`src/logic/spm_consts.vh`:
```
// constants for the shared pin multiplexer
// assumes plain verilog-2005 includers
`ifndef SPM_CONSTS_VH
`define SPM_CONSTS_VH
`define SPM_PP_WIDTH        16
`define SPM_GROUPS          4
`define SPM_GROUP_SIZE      4
`define SPM_LOW_FLAGS       4
`define SPM_FLAG_CHANNELS   16
`define SPM_RELOC_BASE      8
`define SPM_UPPER_BASE      10
`define SPM_UPPER_COUNT     6
`define SPM_NODE_BASE       25
`define SPM_SYSTEM_CONTROL_REG_PPFS_BIT 20
`define SPM_PARPORT_CONTROL_REG_EN_BIT    0
`define SPM_CAP_SEL_BIT     26
`define SPM_CAP_EN_BIT      31
`define SPM_TMR_PIN         3
`define SPM_MODE_GPIO       2'h0
`define SPM_MODE_IRQ        2'h1
`define SPM_MODE_SPI        2'h2
`define SPM_MODE_SPI_RELOC  2'h3
`define SPM_PP_FN_OFF       3'h0
`define SPM_PP_FN_CAPTURE   3'h1
`define SPM_PP_FN_PORT      3'h2
`define SPM_PP_FN_FLAGS     3'h3
`define SPM_PP_FN_PWM       3'h4
`define SPM_RELOC_GROUP     2'h2
`define SPM_FREE_SPI        12'h00C
`define SPM_FREE_ALL        12'h010
`endif

```
`src/logic/spm_shared_pin_mux.v`:
```
// shared pin multiplexer: low flag pins and parallel-port pins
// assumes control bits come from registers on clk; pin inputs are asynchronous
// outputs follow the controls combinationally; only pin inputs are registered
// relocated low channels sit on port group 2, and also on group 0 when it holds flags
`timescale 1ns/1ps
`include "spm_consts.vh"
module spm_shared_pin_mux #(
	parameter PP_WIDTH = `SPM_PP_WIDTH,
	parameter NFLAGS   = `SPM_FLAG_CHANNELS
) (
	input  wire                clk,                 // peripheral clock, 25 mhz
	input  wire                rst_b,               // chip reset, active low
	input  wire                parport_flag_select, // system control flag select
	input  wire                ext_irq_pin_en,      // interrupt pin enable
	input  wire                timer_expire_pin_en, // timer-expire pin enable
	input  wire                spi_select_pin_en,   // slave select pin enable
	input  wire [3:0]          flag_group_en,       // per-group flag enable
	input  wire [3:0]          pwm_group_en,        // per-group pwm enable (enable index)
	input  wire                parport_en,          // parallel port enable
	input  wire                capture_source_sel,  // capture source select
	input  wire                parallel_capture_en, // parallel capture enable
	input  wire [NFLAGS-1:0]   flag_dir_reg,        // 1 = flag is output
	input  wire [NFLAGS-1:0]   flag_out_val,        // core flag output values
	output reg  [NFLAGS-1:0]   flag_in_val,         // sampled flag values
	input  wire [3:0]          spi_select,          // primary spi slave selects
	input  wire                timer_expire_out,    // core timer expire
	output reg  [2:0]          ext_irq_lines,       // interrupt inputs to core
	input  wire [3:0]          gp_flag_low_in,      // low flag pin inputs
	output reg  [3:0]          gp_flag_low_out,     // low flag pin outputs
	output reg  [3:0]          gp_flag_low_oe,      // low flag pin enables
	input  wire [PP_WIDTH-1:0] pp_port_out,         // parallel port data out
	input  wire [PP_WIDTH-1:0] pp_port_oe,          // parallel port drive enables
	output reg  [PP_WIDTH-1:0] pp_port_in,          // parallel port data in
	input  wire [15:0]         pwm_outputs,         // units 0-3: al,ah,bl,bh each
	input  wire [PP_WIDTH-1:0] parport_addr_data_in,  // port pin inputs
	output reg  [PP_WIDTH-1:0] parport_addr_data_out, // port pin outputs
	output reg  [PP_WIDTH-1:0] parport_addr_data_oe,  // port pin enables
	input  wire [PP_WIDTH-1:0] audio_pin_buffers,   // audio pin inputs (synchronised here)
	output reg  [PP_WIDTH-1:0] capture_data,        // parallel capture inputs
	output reg  [5:0]          route_flag_out,      // upper flags to group d
	output reg  [5:0]          route_flag_pben,     // upper flag enables to group f
	input  wire [5:0]          route_flag_in,       // upper flags from group e
	output reg  [6:0]          audio_internal_nodes, // nodes 25-31 view of upper flags
	output reg  [11:0]         flags_free_count     // general flag channels available
);
	reg  [PP_WIDTH-1:0] pp_s1;
	reg  [PP_WIDTH-1:0] pp_s2;
	reg  [3:0]          low_s1;
	reg  [3:0]          low_s2;
	reg  [PP_WIDTH-1:0] au_s1;
	reg  [PP_WIDTH-1:0] au_s2;
	reg  [1:0]          low_mode;
	reg  [2:0]          pp_fn [0:3];
	reg  [15:0]         flag_src_out;
	reg  [15:0]         flag_src_oe;
	reg                 reloc;
	wire [PP_WIDTH-1:0] pin_drv_val;
	wire [PP_WIDTH-1:0] pin_drv_en;
	wire [PP_WIDTH-1:0] pin_port_in;
	wire [NFLAGS-1:0]   chan_pin_val;
	integer             g;
	genvar              p;
	genvar              c;
	localparam          RELOC_GROUP = `SPM_RELOC_BASE / `SPM_GROUP_SIZE;
	localparam          NGROUPS     = PP_WIDTH / `SPM_GROUP_SIZE;

	// maps group index to the pwm enable bit that owns it
	function [1:0] spm_pwm_enable_of;
		input [1:0] grp;
		begin
			spm_pwm_enable_of = grp ^ 2'h2;
		end
	endfunction

	// flag channel carried by a port pin; relocated low channels sit on group 2
	function [3:0] spm_chan_of;
		input [3:0] pin;
		input       rel;
		begin
			if (rel && pin[3:2] == `SPM_RELOC_GROUP)
				spm_chan_of = {2'h0, pin[1:0]};
			else
				spm_chan_of = pin;
		end
	endfunction

	// true while the slave selects own the low channels
	function spm_mode_is_spi;
		input [1:0] mode;
		begin
			spm_mode_is_spi = (mode == `SPM_MODE_SPI) || (mode == `SPM_MODE_SPI_RELOC);
		end
	endfunction

	// port pin synchroniser
	always @(posedge clk or negedge rst_b) begin
		if (!rst_b) begin
			pp_s1 <= 16'h0000;
			pp_s2 <= 16'h0000;
		end else begin
			pp_s1 <= parport_addr_data_in;
			pp_s2 <= pp_s1;
		end
	end

	// low flag pin synchroniser
	always @(posedge clk or negedge rst_b) begin
		if (!rst_b) begin
			low_s1 <= 4'h0;
			low_s2 <= 4'h0;
		end else begin
			low_s1 <= gp_flag_low_in;
			low_s2 <= low_s1;
		end
	end

	// audio pin synchroniser
	always @(posedge clk or negedge rst_b) begin
		if (!rst_b) begin
			au_s1 <= 16'h0000;
			au_s2 <= 16'h0000;
		end else begin
			au_s1 <= audio_pin_buffers;
			au_s2 <= au_s1;
		end
	end

	always @* begin
		if (spi_select_pin_en && !parport_flag_select)
			low_mode = `SPM_MODE_SPI;
		else if (spi_select_pin_en)
			low_mode = `SPM_MODE_SPI_RELOC;
		else if (ext_irq_pin_en || timer_expire_pin_en)
			low_mode = `SPM_MODE_IRQ;
		else
			low_mode = `SPM_MODE_GPIO;
	end

	// low flag channels move to the port when flag select is set and the low pins are not in gpio mode
	always @* begin
		reloc = parport_flag_select && (low_mode != `SPM_MODE_GPIO);
	end

	// per-group function of the port pins
	always @* begin
		for (g = 0; g < NGROUPS; g = g + 1) begin
			if (parallel_capture_en)
				pp_fn[g] = `SPM_PP_FN_CAPTURE;
			else if (parport_en)
				pp_fn[g] = `SPM_PP_FN_PORT;
			else if (parport_flag_select && flag_group_en[g])
				pp_fn[g] = `SPM_PP_FN_FLAGS;
			else if (parport_flag_select && pwm_group_en[spm_pwm_enable_of(g[1:0])])
				pp_fn[g] = `SPM_PP_FN_PWM;
			else
				pp_fn[g] = `SPM_PP_FN_OFF;
		end
	end

	// core-side value and enable of each flag channel
	always @* begin
		flag_src_out = flag_out_val;
		flag_src_oe  = flag_dir_reg;
		// they follow the channels when relocated
		if (spm_mode_is_spi(low_mode)) begin
			flag_src_out[3:0] = spi_select;
			flag_src_oe[3:0]  = 4'hF;
		end
		// twelve channels left while the selects hold four
		flags_free_count = spm_mode_is_spi(low_mode) ? `SPM_FREE_SPI : `SPM_FREE_ALL;
	end

	// low flag pins
	always @* begin
		gp_flag_low_out = 4'h0;
		gp_flag_low_oe  = 4'h0;
		ext_irq_lines   = 3'h0;
		case (low_mode)
			`SPM_MODE_GPIO: begin
				gp_flag_low_out = flag_src_out[3:0];
				gp_flag_low_oe  = flag_src_oe[3:0];
			end
			`SPM_MODE_IRQ: begin
				ext_irq_lines = ext_irq_pin_en ? low_s2[2:0] : 3'h0;
				gp_flag_low_out[`SPM_TMR_PIN] = timer_expire_out;
				gp_flag_low_oe[`SPM_TMR_PIN]  = timer_expire_pin_en;
			end
			`SPM_MODE_SPI: begin
				gp_flag_low_out = spi_select;
				gp_flag_low_oe  = 4'hF;
			end
			`SPM_MODE_SPI_RELOC: begin
				// selects left with the channels, low pins released
				gp_flag_low_out = 4'h0;
				gp_flag_low_oe  = 4'h0;
			end
			default: begin
				gp_flag_low_out = 4'h0;
				gp_flag_low_oe  = 4'h0;
			end
		endcase
	end

	// port pin drive, one pin at a time
	generate
		for (p = 0; p < PP_WIDTH; p = p + 1) begin : g_pin
			localparam [3:0] PIN = p;
			wire [2:0] fn = pp_fn[p / `SPM_GROUP_SIZE];
			// group 2 carries the low channels when relocated
			wire [3:0] ch = spm_chan_of(PIN, reloc);
			// unit g sits on group g; a flag drives port and routing alike
			assign pin_drv_val[p] = (fn == `SPM_PP_FN_PORT)  ? pp_port_out[p] :
				(fn == `SPM_PP_FN_FLAGS) ? flag_src_out[ch] :
				(fn == `SPM_PP_FN_PWM)   ? pwm_outputs[p]   : 1'b0;
			assign pin_drv_en[p]  = (fn == `SPM_PP_FN_PORT)  ? pp_port_oe[p]   :
				(fn == `SPM_PP_FN_FLAGS) ? flag_src_oe[ch]  :
				(fn == `SPM_PP_FN_PWM)   ? 1'b1             : 1'b0;
			assign pin_port_in[p] = (fn == `SPM_PP_FN_PORT) ? pp_s2[p] : 1'b0;
		end
	endgenerate

	// port pin outputs and the parallel port view
	always @* begin
		parport_addr_data_out = pin_drv_val;
		parport_addr_data_oe  = pin_drv_en;
		pp_port_in            = pin_port_in;
	end

	always @* begin
		capture_data = (capture_source_sel && parallel_capture_en) ? pp_s2 : au_s2;
	end

	// value each flag channel reads from its pin
	generate
		for (c = 0; c < NFLAGS; c = c + 1) begin : g_chan
			// a port pin in flag mode wins over low pins and routed inputs
			wire on_port = (pp_fn[c / `SPM_GROUP_SIZE] == `SPM_PP_FN_FLAGS) &&
				!(reloc && (c / `SPM_GROUP_SIZE == RELOC_GROUP));
			if (c < `SPM_LOW_FLAGS) begin : g_low
				wire on_reloc = reloc && (pp_fn[RELOC_GROUP] == `SPM_PP_FN_FLAGS);
				assign chan_pin_val[c] = on_reloc ? pp_s2[c + `SPM_RELOC_BASE] :
					on_port ? pp_s2[c] :
					(low_mode == `SPM_MODE_GPIO) ? low_s2[c] : 1'b0;
			end else if (c >= `SPM_UPPER_BASE) begin : g_up
				// upper channels fall back to the routed input
				assign chan_pin_val[c] = on_port ? pp_s2[c] : route_flag_in[c - `SPM_UPPER_BASE];
			end else begin : g_mid
				// middle channels have no other source
				assign chan_pin_val[c] = on_port ? pp_s2[c] : 1'b0;
			end
		end
	endgenerate

	// outputs echo their value, inputs read their pin
	always @* begin
		flag_in_val = (flag_src_out & flag_src_oe) | (chan_pin_val & ~flag_src_oe);
	end

	// group d and f outputs for upper flags
	always @* begin
		route_flag_out  = flag_src_out[15:10];
		route_flag_pben = flag_src_oe[15:10];
		audio_internal_nodes = {1'b0, flag_in_val[15:10]};
	end
endmodule // spm_shared_pin_mux

```
`config.mk`:
```
export PLATFORM = sky130hd
export DESIGN_NAME = spm_shared_pin_mux
export DESIGN_NICKNAME = d
export VERILOG_FILES = /design/src/logic/spm_shared_pin_mux.v
export VERILOG_INCLUDE_DIRS = /design/src /design/src/logic
export SDC_FILE = /design/constraint.sdc
export NUM_CORES = 1
export LEC_CHECK = 0
export ABC_AREA = 0
export BUFFER_PORTS_ARGS = -buffer_cell sky130_fd_sc_hd__buf_2
export CORE_AREA = 2 2 102 104
export CTS_CLUSTER_SIZE = 25
export DETAILED_ROUTE_END_ITERATION = 7
export DIE_AREA = 0 0 104 106
export GPL_ROUTABILITY_DRIVEN = 0
export PLACE_DENSITY = 0.76
export SETUP_SLACK_MARGIN = 0.1
export SYNTH_ARGS = -nofsm -noshare
export SYNTH_HDL_FRONTEND = slang
export SYNTH_SLANG_ARGS = --single-unit
```
`constraint.sdc`:
```
create_clock -name clk -period 1.1 [get_ports clk]
set_input_delay 0 -clock clk [delete_from_list [all_inputs] [get_ports clk]]
set_output_delay 0 -clock clk [all_outputs]
set_load 0.005 [all_outputs]
```
Yosys cells after proc, flatten, opt, wreduce, memory -nomap -nowiden
Cells that the tools add are included.

$add $sub $neg: 0. Multipliers: 0. Div/mod/pow operators: 0. Order comparisons: 4. Equality and inequality tests: 15. Shifts and indexed selects: 0. Multiplexer cells: 173. Bitwise gates (word level): 4. Reduce and logical (&&, ||, !) cells: 19.

Operators by type and width (number): $mux W1 (133); $mux W3 (18); $and A16 B16 Y16 (2); $bmux W1 S4 (8); $eq A3 B2 Y1 const B (8); $mux W4 (6); $lt A4 B5 Y1 const B (4); $mux W16 (1); $not A16 Y16 (1); $or A16 B16 Y16 (1); $logic_and A1 B1 Y1 (13); $eq A3 B3 Y1 const B (4); $pmux W3 S2 (2); $pmux W1 S4 (2); $mux W5 (1); $eq A2 B2 Y1 const B (2); $mux W2 (2); $eq A2 B1 Y1 const B (1); $logic_not A1 Y1 (2); $logic_not A2 Y1 (1); $logic_or A1 B1 Y1 (2); $reduce_bool A2 Y1 (1).

Bits in registers: 72. Latch bits: 0. Memory bits (writable): 0. Bits in read-only memories: 0. Input port bits: 144. Output and inout port bits: 122. Word-level logic and storage cells: 221. Memories kept: 0.

Longest topological paths before layout
Word-level depth: 11. Mapped depth: 6. Mapped depth without buffers: 3.

Worst setup path after synthesis
Ideal clock, no wire load.

Path type: input to output. From: input timer_expire_pin_en. To: output flag_in_val[10]. Arrival time: 1118 ps. Data required time: 1100 ps. Path slack: -18 ps. Cell stages on the path: 6. Path buffers: 3. Cells stage by stage: buf_2 > nor3_1 > buf_2 > nand3_1 > a31oi_1 > buf_4.

Cells in the longest elaborated chain, start to end: 11.

Ends and longest elaborated chain: start: declaration (line spm_shared_pin_mux.v:15) `input wire timer_expire_pin_en,`; $logic_or A1 B1 Y1 (line spm_shared_pin_mux.v:133) `else if (ext_irq_pin_en || timer_expire_pin_en)`; $mux W1 (line spm_shared_pin_mux.v:133); $mux W2 (line spm_shared_pin_mux.v:131) `else if (spi_select_pin_en)`; $mux W2 (line spm_shared_pin_mux.v:129) `if (spi_select_pin_en && !parport_flag_select)`; $reduce_bool A2 Y1 (no line); $logic_and A1 B1 Y1 (line spm_shared_pin_mux.v:141) `` reloc = parport_flag_select && (low_mode != `SPM_MODE_GPIO); ``; $logic_not A1 Y1 (line spm_shared_pin_mux.v:238) `` !(reloc && (c / `SPM_GROUP_SIZE == RELOC_GROUP)); ``; $logic_and A1 B1 Y1 (line spm_shared_pin_mux.v:237) `` wire on_port = (pp_fn[c / `SPM_GROUP_SIZE] == `SPM_PP_FN_FLAGS) && ``; $mux W1 (line spm_shared_pin_mux.v:246) `` assign chan_pin_val[c] = on_port ? pp_s2[c] : route_flag_in[c - `SPM_UPPER_BASE]; ``; $and A16 B16 Y16 (line spm_shared_pin_mux.v:256) `flag_in_val = (flag_src_out & flag_src_oe) | (chan_pin_val & ~flag_src_oe);`; $or A16 B16 Y16 (line spm_shared_pin_mux.v:256); end: declaration (line spm_shared_pin_mux.v:24) `output reg [NFLAGS-1:0] flag_in_val,`.

Every way passes these cells.

Final worst setup path
From: input ext_irq_pin_en. To: output gp_flag_low_out[1].

Cells in the longest elaborated chain, start to end: 8. Elaborated cells between the ends (all ways): 10. Those cells by class: eq/ne: 2; mux: 5; reduce/logical: 3.

Ends and longest elaborated chain: start: declaration (line spm_shared_pin_mux.v:14) `input wire ext_irq_pin_en,`; $logic_or A1 B1 Y1 * (line spm_shared_pin_mux.v:133); $mux W1 * (line spm_shared_pin_mux.v:133); $mux W2 * (line spm_shared_pin_mux.v:131); $mux W2 * (line spm_shared_pin_mux.v:129); $eq A2 B2 Y1, on equally long branches; $logic_or A1 B1 Y1 (line spm_shared_pin_mux.v:91) `` spm_mode_is_spi = (mode == `SPM_MODE_SPI) || (mode == `SPM_MODE_SPI_RELOC); ``; $mux W4 (line spm_shared_pin_mux.v:165) `if (spm_mode_is_spi(low_mode)) begin`; $pmux W3 S2 * (line spm_shared_pin_mux.v:178) `case (low_mode)`; end: declaration (line spm_shared_pin_mux.v:29) `output reg [3:0] gp_flag_low_out,`.

Mark *: on every way between the ends. The rest lies on a longest branch, timed or not.

==> metrics.md <==
| Metric | Value |
|---|---|
| Status | finished with violations |
| Failing checks | setup timing |
| Via density per instance | between 5 and 6 |
| Largest net degree at the start of global routing | 47 |
| FILL cells | between 700 and 800 |
| Fmax achieved | a little under 800 MHz |
| Commonest non-fill, non-tap cell in the layout | buf_2 |
| Drt total wl | roughly 15000 microns |
| Worst EP required | 1.10 ns |
| Worst-path cell with the longest stage delay | buf_4 |
| First-iteration detailed-routing DRC count | ~190 |
| Global-route usage over all layers | 0.2494 |
| Design Area, Final | approximately 6600 sq um |
| Top_reg_cell synth | dfrtp_1 |
| CTS H-tree lvls | 3 |
| DIE HEIGHT | 106 microns |
| MaxCap Viol Count | 0 |
| Worst setup margin | -0.1620 ns |
| Fin Clk Skew | between 0.008 and 0.009 ns |
| Final setup violation count | between 70 and 80 |
| # DRC | 0 |
| Die Wd | about 100 microns |
| Unrepaired setup endpoints after global routing | true |
| Worst path most repeated cell | buf_4 |
| Cell Area, Synth | between 3000 and 4000 sq um |
| Worst-path clk slew | approximately 0.08 ns |
| Worst reg2reg path startpoint | au_s1[14]$_DFF_PN0_ |
| R2r endpoint | au_s2[14]$_DFF_PN0_ |
| Kind of critical path | in2out |
| Synth Area in Simple Gates | 0.1642 |
| Wirelength per Cell | 18.65 microns |
| Max Root-Sink Buffers | 2 |
| Pleak | between 3 and 4 nW |
| Place WS | -0.2953 ns |
| Final Cycle Share | 1.147 |
| End point of the critical path | gp_flag_low_out[1] |
| Number of flops mapped to enable cells by yosys | 0 |
| Area Growth Syn to Fin | 85.02% |
| Area share of fa/ha/maj cells after synthesis | 0 |
| Core area | 10000 sq um |
| Final HPWL DP | between 9000 and 10000 microns |
| Nets | 800 |
| Flop2flop setup slack | 0.60 ns |
| Critical path depth | 8 |
| CTS tree | yes |
| Worst path bufs/invs | 5 |
| Crit path launch type | primary input |
| DP Area | slightly above 5000 sq um |
| Starting Density | 0.3582 |
| Setup crit end kind | primary output |
| # IOs | between 200 and 300 |
| Commonest non-fill, non-tap cells in the layout | 237 x buf_2, 68 x dfrtp_1, 38 x buf_4 |
| Initial antenna violation count | 3 |
| Worst setup path start | ext_irq_pin_en |
| First-pass GRT wire length | roughly 21000 microns |
| Clock root cell | clkbuf_8 |
| Pwr dens | 995.9 nW/um^2 |
| FF/Latch Area | 1807 sq um |
| CP top delay family | buffers and inverters |
| Post-synthesis mux area share | 0.07545 |
| Row count | 37 |
| Cells after synthesis | 332 |
| CP Cell Sequence | buf_6, buf_4, nor3_2, buf_4, nor2_1, buf_4, nor2_1, buf_2 |
| Clock sink total | between 70 and 80 |
| Critical path's largest stage delay | about 0.23 ns |
| Period minus WS final | ~1.3 ns |
| HP Class | in2async |
| FF+latch count, synth | 72 |
| Number of buffers added on ports | 255 |
| Worst VDD drop | ~0.0013 V |
| Grt total ovfl | 0 |
| Worst Path Max Fanout | 13 |
| Synth Area in Compound Gates | 0.1649 |
| FFs w/ async S/R, synth | 1.000 |
| Layout cells sized above 1 | 0.6293 |
| Final hold violations | 0 |
| Num CTS Buffers | 9 |
| Xor/xnor share of the synthesized area | 0 |
| Vias in the first global route | between 4000 and 5000 |
| WP data arrival | 1.26 ns |
| Clock Latency Late Sink | 0.33 ns |
| Largest family of logic cells by synthesized area | compound AO/OA/AOI/OAI gates |
| DRT Pass-1 Iters | 4 |
| Seq/Total Area, Yosys | 0.5030 |
| Mean Syn Cell Area | between 10 and 15 sq um |
| Post-DRT Antenna Nets | 0 |
| Die area | between 10000 and 15000 sq um |
| Netlist cell types | 39 |
| R2R cell count | 0 |
| YS warnings | 0 |
| Max Slew Vio Count | 0 |
| Via Count | ~4000 |
| Multi-input gate area | between 1500 and 2000 sq um |
[flip-flops by register name, indices dropped and copies added (netlist names)]
register and flops:
au_s2 16, au_s1 16, pp_s1 16, low_s2 4, pp_s2 16, low_s1 4
[worst min-delay path by stage]
stage,start,to,slack (ns),cells after the start
CTS,rst_b,au_s1[14]$_DFF_PN0_,0.09,2
global route,rst_b,au_s1[14]$_DFF_PN0_,0.11,2
finish,rst_b,au_s1[14]$_DFF_PN0_,0.10,2
floorplan,rst_b,au_s1[0]$_DFF_PN0_,-0.30,0
global placement,rst_b,au_s1[14]$_DFF_PN0_,-0.09,1
detailed placement,rst_b,au_s1[14]$_DFF_PN0_,-0.08,1
[metrics by stage]
stage / std cells / setup TNS, ns / hold slack (ns) / power (mW) / utilization
after CTS: 789 / -4.202 / 0.09176 / 6.484 / 0.6311
after floorplan: 341 / 0 / -0.2956 / 3.402 / -
after global placement: 725 / -8.535 / -0.08976 / 4.113 / 0.5154
after global routing: 797 / -8.969 / 0.1134 / 6.906 / 0.6623
final: 799 / -5.103 / 0.1018 / 6.601 / 0.6628
after detailed placement: 725 / -9.325 / -0.08449 / 4.144 / 0.5154
[cell families after synthesis]
logic type | Yosys count
other | 1
muxes | 25
AOI/OAI and AO/OA | 78
buffers and inverters | 55
DFF | 72
and+or+nand+nor | 101
[Yosys cell counts (6+ instances only)]
library cell | number | area [sq um]
dfrtp_1 | 72 | 1802
buf_4 | 29 | 217.7
clkbuf_1 | 9 | 33.78
a221o_1 | 12 | 120.1
and2_1 | 16 | 100.1
a22o_1 | 8 | 70.07
a21o_1 | 8 | 60.06
o21ai_0 | 13 | 65.06
o22a_1 | 8 | 70.07
nand3_1 | 12 | 60.06
mux2i_1 | 9 | 90.09
a211oi_1 | 8 | 60.06
a21oi_1 | 6 | 30.03
nor2_1 | 17 | 63.81
nor2b_1 | 6 | 37.54
nand2_1 | 20 | 75.07
buf_2 | 10 | 50.05
nor4_1 | 8 | 50.05
o211ai_1 | 8 | 60.06
mux2_2 | 16 | 180.2
[power breakdown]
group          total (mW)  switching (mW)  internal, mW  leakage [nW]
clock                2.00           0.949          1.05        0.0929
combinational        1.75           0.777         0.972          2.36
sequential           2.85          0.0681          2.78         0.835
[repair_timing]
action	CTS	global route
pin swaps	33	16
gates cloned	5	3
buffers inserted	6	6
hold endpoints to repair	108	0
endpoints found under the setup margin	95	96
hold buffers	37	0
resized for setup	94	44
[metal layers]
layer,global-route usage,wire [microns],vias to the layer above
met5,0,0,-
met4,0.1149,418,0
met3,0.05457,868,40
met2,0.4445,7753,220
met1,0.2865,5860,2015
li1,-,-,1826
[area by class of cell]
class                           count  area share
Clock buffer                       10     0.01926
Inverter                            5    0.002832
Timing Repair Buffer              352      0.3710
Antenna cell                        2   0.0007551
Clock inverter                      6     0.01019
Multi-Input combinational cell    216      0.2977
Tap cell                          136     0.02567
Sequential cell                    72      0.2726
No activity file was read; power rests on OpenSTA's default activity.
